## src/rtl/rbs_pkg.sv

```systemverilog
// rbs_pkg: constants shared by the reset and brown-out sequencer files.
// assumes a single 20 MHz system clock that keeps running through all reset phases.
package rbs_pkg;
   localparam int CLK_HZ = 20_000_000;
   localparam int CLK_NS = 50;
   // slow oscillator period, ns
   localparam int SLOW_OSC_PERIOD_NS = 32_000;
   localparam int SLOW_OSC_DIV = (SLOW_OSC_PERIOD_NS + CLK_NS - 1) / CLK_NS;
   localparam int POWERUP_DELAY_TIMER_BITS = 11;
   localparam int POWERUP_DELAY_TIMER_PERIODS = 2048;
   localparam int OST_CYCLES = 1024;
   localparam int PLL_LOCK_MS = 2;
   localparam int PLL_LOCK_CYCLES = PLL_LOCK_MS * (CLK_HZ / 1000);
   // brown-out must persist this long before it resets, ns
   localparam int BOR_MIN_NS = 200;
   localparam int BOR_MIN_CYCLES = (BOR_MIN_NS + CLK_NS - 1) / CLK_NS;
   localparam logic [1:0] BOR_MODE_OFF = 2'h0;
   localparam logic [1:0] BOR_MODE_SOFT = 2'h1;
   localparam logic [1:0] BOR_MODE_NOSLEEP = 2'h2;
   localparam logic [1:0] BOR_MODE_ON = 2'h3;
   localparam int SOFT_EN_BIT = 6;
   localparam logic SOFT_EN_RESET = 1'b1;
   localparam logic POR_FLAG_RESET = 1'b0;
   localparam logic BOR_FLAG_RESET = 1'b0;
   typedef enum logic [2:0] {
      RBS_ST_POR,
      RBS_ST_BROWN,
      RBS_ST_POWERUP_DELAY_TIMER,
      RBS_ST_OST,
      RBS_ST_PLL,
      RBS_ST_RUN
   } rbs_state_t;
endpackage

```

## src/rtl/rbs_tick_div.sv

```systemverilog
// rbs_tick_div: divides the system clock into a one-cycle tick standing in for the slow osc.
// assumes CLK is the only clock; clr restarts the period from zero.
`timescale 1ns/10ps
`default_nettype none
module rbs_tick_div #(
   parameter int DIV = 640
) (
   input wire logic clk,
   input wire logic rst,
   input wire logic clr,
   output logic tick
);
   localparam int W = $clog2(DIV + 1);
   logic [W-1:0] cnt_reg;
   logic [W-1:0] cnt_next;
   always_comb begin
      cnt_next = cnt_reg + W'(1);
      if (clr || cnt_reg == W'(DIV - 1)) begin
         cnt_next = '0;
      end
   end
   always_ff @(posedge clk) begin
      if (rst) begin
         cnt_reg <= '0;
      end else begin
         cnt_reg <= cnt_next;
      end
   end
   assign tick = !clr && cnt_reg == W'(DIV - 1);
endmodule // rbs_tick_div
`default_nettype wire

```

## src/rtl/rbs_filter.sv

```systemverilog
// rbs_filter: declares a brown-out only after the comparator stays low for MIN cycles.
// assumes below is already synchronous; release is immediate once the supply recovers.
`timescale 1ns/10ps
`default_nettype none
module rbs_filter #(
   parameter int MIN = 4
) (
   input wire logic clk,
   input wire logic rst,
   input wire logic enable,
   input wire logic below,
   output logic brown
);
   localparam int W = $clog2(MIN + 1);
   logic [W-1:0] cnt_reg;
   logic [W-1:0] cnt_next;
   logic brown_reg;
   logic brown_next;
   always_comb begin
      cnt_next = '0;
      brown_next = 1'b0;
      if (enable && below) begin
         // short dips under the minimum are ignored
         cnt_next = (cnt_reg == W'(MIN)) ? cnt_reg : cnt_reg + W'(1);
         brown_next = brown_reg || (cnt_reg + W'(1) >= W'(MIN));
      end
   end
   always_ff @(posedge clk) begin
      if (rst) begin
         cnt_reg <= '0;
         brown_reg <= 1'b0;
      end else begin
         cnt_reg <= cnt_next;
         brown_reg <= brown_next;
      end
   end
   assign brown = brown_reg;
endmodule // rbs_filter
`default_nettype wire

```

## src/rtl/rbs_sequencer.sv

```systemverilog
// rbs_sequencer: power-on and brown-out reset sequencing with reset flags.
// assumes detector and fuse inputs are synchronous to CLK; the CPU writes flags by strobe.
`timescale 1ns/10ps
`default_nettype none
// How it works
// - power-on pulse forces every phase back to the start and reset is held
// - power-on pulse clears the power-on flag; other resets leave it alone
// - only a software write sets the power-on flag to one again
// - nonzero enable mode: long enough drop below threshold resets device
// - reset is held while the supply stays below the threshold
// - with delay timer on, it starts after supply recovers and holds reset
// - dip during delay returns to brown-out and restarts the full delay
// - brown-out enable and delay timer enable are separate inputs
// - mode 01: soft enable bit turns the brown-out detector on or off
// - outside mode 01 the soft enable bit is ignored and reads zero
// - threshold selection comes only from the level fuse field
// - brown-out flag clears on every brown-out and power-on reset
// - mode 10: detector off in sleep, back on in other modes
// - mode 00: brown-out reset disabled and soft enable unavailable
// - mode 11: detector always on including sleep
// - delay timer counts 2048 slow oscillator periods of 32 us
// - reset held for the whole time the delay timer counts
// - active-low fuse bit enables the delay timer
// - crystal modes wait 1024 oscillator cycles after the delay
// - pll mode adds a 2 ms lock wait after the oscillator wait
// - timers run from power-on regardless of the external reset pin
module rbs_sequencer
   import rbs_pkg::*;
#(
   parameter int PLL_WAIT = PLL_LOCK_CYCLES,
   parameter int SLOW_DIV = SLOW_OSC_DIV,
   parameter int BOR_MIN = BOR_MIN_CYCLES
) (
   input wire logic CLK,
   input wire logic RST,
   input wire logic POR_PULSE,
   input wire logic SUPPLY_BELOW,
   input wire logic [1:0] BROWNOUT_ENABLE_MODE,
   input wire logic [1:0] BROWNOUT_LEVEL_SELECT,
   input wire logic POWERUP_TIMER_ENABLE_N,
   input wire logic OSC_CRYSTAL,
   input wire logic OSC_PLL,
   input wire logic OSC_TICK,
   input wire logic SLEEP_MODE,
   input wire logic EXTERNAL_RESET_PIN_N,
   input wire logic CTRL_WRITE,
   input wire logic [7:0] CTRL_WDATA,
   output logic CORE_RESET,
   output logic [1:0] BROWNOUT_THRESHOLD,
   output logic [7:0] RESET_CONTROL_REG,
   output logic BROWNOUT_ACTIVE
);
   localparam int PLL_W = $clog2(PLL_WAIT + 1);
   localparam int OST_W = $clog2(OST_CYCLES + 1);
   rbs_state_t state_reg, state_next;
   logic [POWERUP_DELAY_TIMER_BITS-1:0] powerup_delay_timer_reg, powerup_delay_timer_next;
   logic [OST_W-1:0] ost_reg, ost_next;
   logic [PLL_W-1:0] pll_reg, pll_next;
   logic soft_en_reg, soft_en_next;
   logic por_flag_reg, por_flag_next;
   logic bor_flag_reg, bor_flag_next;
   logic core_reset_reg, core_reset_next;
   logic [7:0] rcr_reg, rcr_next;
   logic [1:0] level_reg;
   logic det_en_reg, det_en_next;
   logic det_en;
   logic brown;
   logic slow_tick;
   logic powerup_delay_timer_clr;

   // detector enable per mode; fuse decides, software only in the soft mode
   always_comb begin
      det_en = 1'b0;
      if (BROWNOUT_ENABLE_MODE == BOR_MODE_SOFT) begin
         det_en = soft_en_reg;
      end else if (BROWNOUT_ENABLE_MODE == BOR_MODE_NOSLEEP) begin
         det_en = !SLEEP_MODE;
      end else if (BROWNOUT_ENABLE_MODE == BOR_MODE_ON) begin
         det_en = 1'b1;
      end else begin
         det_en = 1'b0;
      end
   end

   rbs_filter #(.MIN(BOR_MIN)) u_filter (
      .clk(CLK),
      .rst(RST || POR_PULSE),
      .enable(det_en),
      .below(SUPPLY_BELOW),
      .brown(brown)
   );

   assign powerup_delay_timer_clr = state_reg != RBS_ST_POWERUP_DELAY_TIMER;
   rbs_tick_div #(.DIV(SLOW_DIV)) u_slow (
      .clk(CLK),
      .rst(RST),
      .clr(powerup_delay_timer_clr),
      .tick(slow_tick)
   );

   // phase sequence; the external pin takes no part, so timers expire without it
   always_comb begin
      state_next = state_reg;
      powerup_delay_timer_next = powerup_delay_timer_reg;
      ost_next = ost_reg;
      pll_next = pll_reg;
      case (state_reg)
         RBS_ST_POR: begin
            powerup_delay_timer_next = '0;
            ost_next = '0;
            pll_next = '0;
            if (!POR_PULSE) begin
               state_next = RBS_ST_BROWN;
            end
         end
         RBS_ST_BROWN: begin
            powerup_delay_timer_next = '0;
            if (!(det_en && SUPPLY_BELOW)) begin
               if (!POWERUP_TIMER_ENABLE_N) begin
                  state_next = RBS_ST_POWERUP_DELAY_TIMER;
               end else if (OSC_CRYSTAL || OSC_PLL) begin
                  state_next = RBS_ST_OST;
               end else begin
                  state_next = RBS_ST_RUN;
               end
            end
         end
         RBS_ST_POWERUP_DELAY_TIMER: begin
            if (slow_tick) begin
               powerup_delay_timer_next = powerup_delay_timer_reg + POWERUP_DELAY_TIMER_BITS'(1);
               if (powerup_delay_timer_reg == POWERUP_DELAY_TIMER_BITS'(POWERUP_DELAY_TIMER_PERIODS - 1)) begin
                  state_next = (OSC_CRYSTAL || OSC_PLL) ? RBS_ST_OST : RBS_ST_RUN;
               end
            end
         end
         RBS_ST_OST: begin
            if (OSC_TICK) begin
               ost_next = ost_reg + OST_W'(1);
               if (ost_reg == OST_W'(OST_CYCLES - 1)) begin
                  state_next = OSC_PLL ? RBS_ST_PLL : RBS_ST_RUN;
               end
            end
         end
         RBS_ST_PLL: begin
            pll_next = pll_reg + PLL_W'(1);
            if (pll_reg == PLL_W'(PLL_WAIT - 1)) begin
               state_next = RBS_ST_RUN;
            end
         end
         default: begin
            state_next = RBS_ST_RUN;
         end
      endcase
      // brown-out overrides any later phase and restarts the chain
      if (brown && state_reg != RBS_ST_POR) begin
         state_next = RBS_ST_BROWN;
         powerup_delay_timer_next = '0;
         ost_next = '0;
         pll_next = '0;
      end
      if (POR_PULSE) begin
         state_next = RBS_ST_POR;
      end
      core_reset_next = state_next != RBS_ST_RUN;
   end

   // flags; a hardware clear wins over a software write in the same cycle
   always_comb begin
      soft_en_next = soft_en_reg;
      por_flag_next = por_flag_reg;
      bor_flag_next = bor_flag_reg;
      if (CTRL_WRITE) begin
         if (BROWNOUT_ENABLE_MODE == BOR_MODE_SOFT) begin
            soft_en_next = CTRL_WDATA[SOFT_EN_BIT];
         end
         por_flag_next = CTRL_WDATA[1];
         bor_flag_next = CTRL_WDATA[0];
      end
      if (brown) begin
         bor_flag_next = BOR_FLAG_RESET;
      end
      if (POR_PULSE) begin
         por_flag_next = POR_FLAG_RESET;
         bor_flag_next = BOR_FLAG_RESET;
         soft_en_next = SOFT_EN_RESET;
      end
      det_en_next = det_en;
      // soft enable only visible in the soft mode
      rcr_next = {1'b0,
         soft_en_next && BROWNOUT_ENABLE_MODE == BOR_MODE_SOFT,
         4'h0, por_flag_next, bor_flag_next};
   end

   always_ff @(posedge CLK) begin
      if (RST) begin
         state_reg <= RBS_ST_POR;
         powerup_delay_timer_reg <= '0;
         ost_reg <= '0;
         pll_reg <= '0;
         soft_en_reg <= SOFT_EN_RESET;
         por_flag_reg <= POR_FLAG_RESET;
         bor_flag_reg <= BOR_FLAG_RESET;
         core_reset_reg <= 1'b1;
         level_reg <= 2'h0;
         det_en_reg <= 1'b0;
         rcr_reg <= 8'h00;
      end else begin
         state_reg <= state_next;
         powerup_delay_timer_reg <= powerup_delay_timer_next;
         ost_reg <= ost_next;
         pll_reg <= pll_next;
         soft_en_reg <= soft_en_next;
         por_flag_reg <= por_flag_next;
         bor_flag_reg <= bor_flag_next;
         core_reset_reg <= core_reset_next;
         level_reg <= BROWNOUT_LEVEL_SELECT;
         det_en_reg <= det_en_next;
         rcr_reg <= rcr_next;
      end
   end

   assign CORE_RESET = core_reset_reg;
   assign BROWNOUT_THRESHOLD = level_reg;
   assign BROWNOUT_ACTIVE = det_en_reg;
   // registered view; the mode gate lags a mode change by one cycle
   assign RESET_CONTROL_REG = rcr_reg;
   // pin level is intentionally unused: sequencing runs from the pulse alone
   logic unused_pin;
   assign unused_pin = EXTERNAL_RESET_PIN_N;
endmodule // rbs_sequencer
`default_nettype wire

```

## config.mk

```make
export PLATFORM = sky130hd
export DESIGN_NAME = rbs_sequencer
export DESIGN_NICKNAME = d
export VERILOG_FILES = /design/src/rtl/rbs_pkg.sv /design/src/rtl/rbs_tick_div.sv /design/src/rtl/rbs_filter.sv /design/src/rtl/rbs_sequencer.sv
export SDC_FILE = /design/constraint.sdc
export NUM_CORES = 1
export LEC_CHECK = 0
export ABC_CLOCK_PERIOD_IN_PS = 2500
export BUFFER_PORTS_ARGS = -buffer_cell sky130_fd_sc_hd__buf_4
export CORE_MARGIN = 1
export CORE_UTILIZATION = 45
export CTS_BUF_LIST = sky130_fd_sc_hd__clkbuf_4 sky130_fd_sc_hd__clkbuf_8 sky130_fd_sc_hd__clkbuf_16
export DETAILED_ROUTE_END_ITERATION = 12
export SLEW_MARGIN = 20
export SYNTH_ARGS = -nofsm -noshare
export SYNTH_HDL_FRONTEND = slang
export SYNTH_SLANG_ARGS = --single-unit
```

## constraint.sdc

```tcl
create_clock -name CLK -period 2.5 [get_ports CLK]
set_input_delay 0 -clock CLK [delete_from_list [all_inputs] [get_ports CLK]]
set_output_delay 0 -clock CLK [all_outputs]
set_load 0.02 [all_outputs]
```

* Word level (Yosys, flattened, before mapping)
Index checks and enable logic that the tools add are counted.
Storage, ports and cells: word-level logic and storage cells 87, bits in registers 70
Cells by class: mux-type cells 28, bitwise logic cells 1, reduce and logical (&&, ||, !) cells 21, $add $sub $neg 5, $lt $le $gt $ge 1, equal/unequal tests 16
Operator list (number):
- 11-bit one-hot mux with 2 select lines | 2
- 16-bit one-hot mux with 2 select lines | 1
- 3-bit 2-to-1 mux | 10
- 11-bit by 1-bit adder with 11-bit output, second input constant | 2
- 11-bit 2-to-1 mux | 2
- 16-bit by 1-bit adder with 16-bit output, second input constant | 1
- 16-bit equality test, second input constant | 1
- 3-bit one-hot mux with 5 select lines | 1
- 1-bit 2-to-1 mux | 12
- 11-bit by 10-bit equality test with 1-bit output, second input constant | 1
- 11-bit equality test, second input constant | 1
- 10-bit by 1-bit adder with 10-bit output, second input constant | 1
- 10-bit equality test, second input constant | 1
- 2-bit OR reduction | 4
- 3-bit by 2-bit equality test with 1-bit output, second input constant | 2
- 3-bit equality test, second input constant | 2
- 2-bit nonzero test | 3
- 2-bit equality test, second input constant | 2
- 1-bit logical AND | 4
- 1-bit logical OR | 4
- 2-bit != test, second input constant | 2
- 2-bit AND reduction | 2
- 3-bit by 1-bit adder with 3-bit output, second input constant | 1
- 3-bit by 1-bit equality test with 1-bit output, second input constant | 1
- 8 further kinds | 9

* Depth between registers and ports, before layout
depth after elaboration 10, gate-level depth with buffers 7, mapped depth without buffers 6

* Modules after synthesis
A second synthesis with hierarchy kept.
Second synthesis, totals: cells, all modules 348, area total of the unflattened synthesis 3012.9 um2
By module, submodules not included:
- rbs_sequencer | cells an instance 278, area an instance 2342.2 um2, sequential area each 980.9 um2, times used 1
- rbs_tick_div | cells an instance 48, area an instance 457.9 um2, sequential area each 200.2 um2, times used 1
- rbs_filter | cells an instance 22, area an instance 212.7 um2, sequential area each 80.1 um2, times used 1

* Least setup slack after synthesis
OpenSTA, ideal clock, no wires.
kind reg2reg, start point reg u_slow.cnt_reg[0], end point reg core_reset_reg (netlist: CORE_RESET), path buffers 0, library setup time 0.124 ns, cell stages (with the launch flop) 7, slack 0.452 ns, arrival time 1.924 ns, cell sequence dfxtp_1 -> ha_1 -> nand4_2 -> or4_4 -> nor3_2 -> a31oi_1 -> a2111o_1
On the way: longest elaborated chain between the ends 7
Ends and longest elaborated chain:
- start: declaration | line rbs_tick_div.sv:14 | logic [W-1:0] cnt_reg;
- start signal: assignment | line rbs_tick_div.sv:26 | cnt_reg <= cnt_next;
- 10-bit equality test | line rbs_tick_div.sv:29 | assign tick = !clr && cnt_reg == W'(DIV - 1);
- 1-bit logical AND | line rbs_tick_div.sv:29
- 3-bit 2-to-1 mux | line rbs_sequencer.sv:129 | if (slow_tick) begin
- 3-bit one-hot mux with 5 select lines | line rbs_sequencer.sv:107 | case (state_reg)
- 3-bit 2-to-1 mux | line rbs_sequencer.sv:155 | if (brown && state_reg != RBS_ST_POR) begin
- 3-bit 2-to-1 mux | line rbs_sequencer.sv:161 | if (POR_PULSE) begin
- 3-bit != test | line rbs_sequencer.sv:164 | core_reset_next = state_next != RBS_ST_RUN;
- end signal: assignment | line rbs_sequencer.sv:215 | core_reset_reg <= core_reset_next;
- end: declaration | line rbs_sequencer.sv:62 | logic core_reset_reg, core_reset_next;
Every way passes these cells. A chain may end at the register's enable or synchronous reset.

* Worst setup path in the final report
start point reg u_slow.cnt_reg[1], end point reg state_reg[0]
On the way: longest elaborated chain between the ends 6
Ends and longest elaborated chain:
- 10-bit equality test | line rbs_tick_div.sv:29
- 1-bit logical AND | line rbs_tick_div.sv:29
- 3-bit 2-to-1 mux | line rbs_sequencer.sv:129
- 3-bit one-hot mux with 5 select lines | line rbs_sequencer.sv:107
- 3-bit 2-to-1 mux | line rbs_sequencer.sv:155
- 3-bit 2-to-1 mux | line rbs_sequencer.sv:161
- end signal: assignment | line rbs_sequencer.sv:208 | state_reg <= state_next;
- end: declaration | line rbs_sequencer.sv:55 | rbs_state_t state_reg, state_next;
Every way passes these cells.

==> impl_metrics.yaml <==
run_status:
  status: "finished clean"
setup_path:
  crit_fanout: 5
  end_kind: "flip-flop"
  crit_arrival_ns: 2.67
  cp_slowest_cell: "or4_4"
  worst-setup-path-type: "flip-flop to flip-flop"
  rr_startpoint: "u_slow.cnt_reg[1]$_SDFF_PP0_"
  cp-start-kind: "flip-flop"
  path_buf_inv: 1
  critPathTopFamily: "simple AND/OR/NAND/NOR gates"
  cp_cell_sequence: "ha_4 -> nand4_4 -> or4_4 -> nor3_2 -> nor4_2 -> nor3_2 -> dlygate4sd3_1"
  critPathMaxStageDelay_ns: 0.61
  critical_path.startpoint: "u_slow.cnt_reg[1]$_SDFF_PP0_"
  cp_common_cell: "nor3_2"
  worstPathRequired_ns: 2.77
placement:
  io_buffers: 23
  place_inst: 435
  routabilityCongestion: 0.7902
  hpwl_um: 3863
synthesis:
  synth.area.top_cells: "dfxtp_1 (43%), nor2_1 (7.0%), xor2_1 (5.6%)"
  yosys.area.top_type_share: 0.4269
  ys_async_sr_fraction: 0
  synthTopCellsByCount: "dfxtp_1 (63), nor2_1 (55), nand2_1 (26), xor2_1 (19), nand3_1 (18)"
  synth_most_common_cell: "dfxtp_1"
  ys_seq_elements: 63
  synth_top_area_cell: "dfxtp_1"
  synth-warning-count: 0
  ys_seq_area_frac: 0.4269
  synthFlopType: "dfxtp_1"
  netlist_instances: 342
  avgSynthCellArea_sq_um: 8.638
  ys_types: 53
  syn-cell-area_sq_um: 2954
  synth_edf_count: 0
clock_network:
  htreeDepth: 3
  clk_latency_ns: 0.34
  cts_sinks: 63
  cts_made_buffers: 9
  root_buffer: "clkbuf_8"
  cts_tree: "yes"
  cts_setup_buffers: 0
  clk_pin_slew_ns: 0.08
  clockBufferDepth: 2
sta:
  fmax_ghz: 0.4177
  period_share: 0.9577
  setup_viol: 0
  worst-slew-pin-transition_ns: 0.6509
  relSlewSlack: 0.5649
  fin_tns_setup_ns: 0
  fin_worst_skew_ns: 0.009789
  drv_slew: 0
  finalHoldViolations: 0
  period_needed_ns: 2.394
worst_hold_path:
  hold_class: "input port to flip-flop"
  hp-start: "CTRL_WDATA[0]"
cells_and_area:
  area_delta_synth_final_pct: 20.50
  largest_reg_flops: 16
  n_fill_cell: 572
  diodes: 0
  drive_gt1_frac: 0.1705
  finalNetCount: 411
  final_core_util: 0.5606
  layout.cells.non_filler: 464
floorplanning:
  rows: 29
  dieArea_sq_um: 6892
  boundaryPins: 35
  dieHeight_um: 83.02
  coreArea_sq_um: 6350
  dieWidth_um: 83.02
  start_util: 0.4652
power_and_ir_drop:
  ir_drop_mv: 0.2956
  power.leakage_nw: 1.227
  switching_share: 0.2509
  p_sw_mw: 0.4884
  p_int_mw: 1.458
  power.clock.fraction: 0.412
  p_total_mw: 1.946
  seq_power_share: 0.523
  combPwrFrac: 0.065
  power.density_nw_per_um2: 546.8
global_route:
  grt_max_degree: 24
  grt_pass1_wl_um: 9639
  grt_pass1_vias: 2186
  grt_use_total: 0.1737
  grt-ovfl-total: 0
  antenna_found_initial: 0
flow_run:
  max_cap_viol_count: 0
route:
  wire_per_inst_um: 12.41
  drt_first_pass_iters: 4
  via_count: 2371
  drc_errors: 0
  via_per_inst: 5.110
  antenna_left: 0
  drt_iter0_markers: 75
  wl_um: 5756
[cell type report]
| cell class | instances | area [sq um] | area share |
|---|---|---|---|
| Clock buffer | 10 | 137.6 | 0.03866 |
| Clock inverter | 6 | 46.29 | 0.01301 |
| Inverter | 11 | 41.29 | 0.01160 |
| Multi-Input combinational cell | 254 | 1618 | 0.4545 |
| Sequential cell | 63 | 1265 | 0.3554 |
| Tap cell | 77 | 96.34 | 0.02707 |
| Timing Repair Buffer | 43 | 355.3 | 0.09982 |
[worst paths after layout]
kind | slack (ns) | end | cells past startpoint
min reg2reg | 0.47 | u_slow.cnt_reg[0]$_SDFF_PP0_ | 1
max reg2reg | 0.11 | state_reg[0]$_SDFF_PP0_ | 7
min | 0.01 | RESET_CONTROL_REG[0]$_SDFFE_PP0P_ | 3
max | 0.11 | state_reg[0]$_SDFF_PP0_ | 7
[power groups by stage]
stage / clock network (mW) / registers [mW] / logic, mW
floorplan: 0 / 1.04 / 0.0671
global placement: 0 / 1.04 / 0.106
detailed placement: 0 / 1.04 / 0.106
CTS: 0.828 / 1.02 / 0.122
global route: 0.881 / 1.02 / 0.139
finish: 0.802 / 1.02 / 0.126
[per-layer routing]
metal  up-vias  global-route usage  wire (um)
met3         6             0.04175        167
met4         0             0.08934         82
li1       1253                   -          -
met5         -                   0          0
met1      1071              0.2265       2983
met2        41              0.2668       2522
[worst register-to-register path: cells and delay by family (launching register included)]
family | cells | cell delay (ns)
and+or+nand+nor | 5 | 1.19
buffers and inverters | 1 | 0.58
DFF | 1 | 0.39
adders and majority gates | 1 | 0.18
[placed cells by master, fill, tap and decap left out, types with 6 or more instances in the layout]
master,synthesis,routed
dfxtp_1,63,60
nor2_1,55,55
buf_4,7,30
nand2_1,26,26
xor2_1,19,19
nand3_1,18,18
a21oi_1,17,17
xnor2_1,15,15
dlygate4sd3_1,0,13
inv_1,11,11
clkbuf_8,0,10
or3_1,8,8
nand4_1,8,8
nor3_1,8,7
o21ai_0,6,6
[through the flow]
stage               hold slack [ns]  setup WS [ns]  area [sq um]
finish                      0.01248         0.1059          3560
global route                0.02462      -0.005988          3560
CTS                        0.002743        0.01473          3511
detailed placement           0.1972         0.2910          3197
global placement             0.1975         0.3176          3197
floorplan                   0.07933         0.4515          2969
[cells by family (layout without fill, tap and decap cells)]
group                      after synthesis  after routing  share of synthesized area
DFF                                     63             63                     0.4269
buffers and inverters                   29             70                    0.04574
muxes                                    5              5                    0.01737
other                                    1              5                   0.001269
adders and majority gates                6              6                    0.02541
AOI/OAI and AO/OA                       40             40                    0.09233
xor gates and xnor gates                34             34                     0.1008
and+or+nand+nor                        164            164                     0.2901
[repair_timing]
item / in CTS / in global routing
hold buffers: 13 / 0
setup endpoints to repair: 0 / 1
gates resized for setup: 0 / 10
hold endpoints to repair: 11 / 0
(Power assumes the default switching activity.)
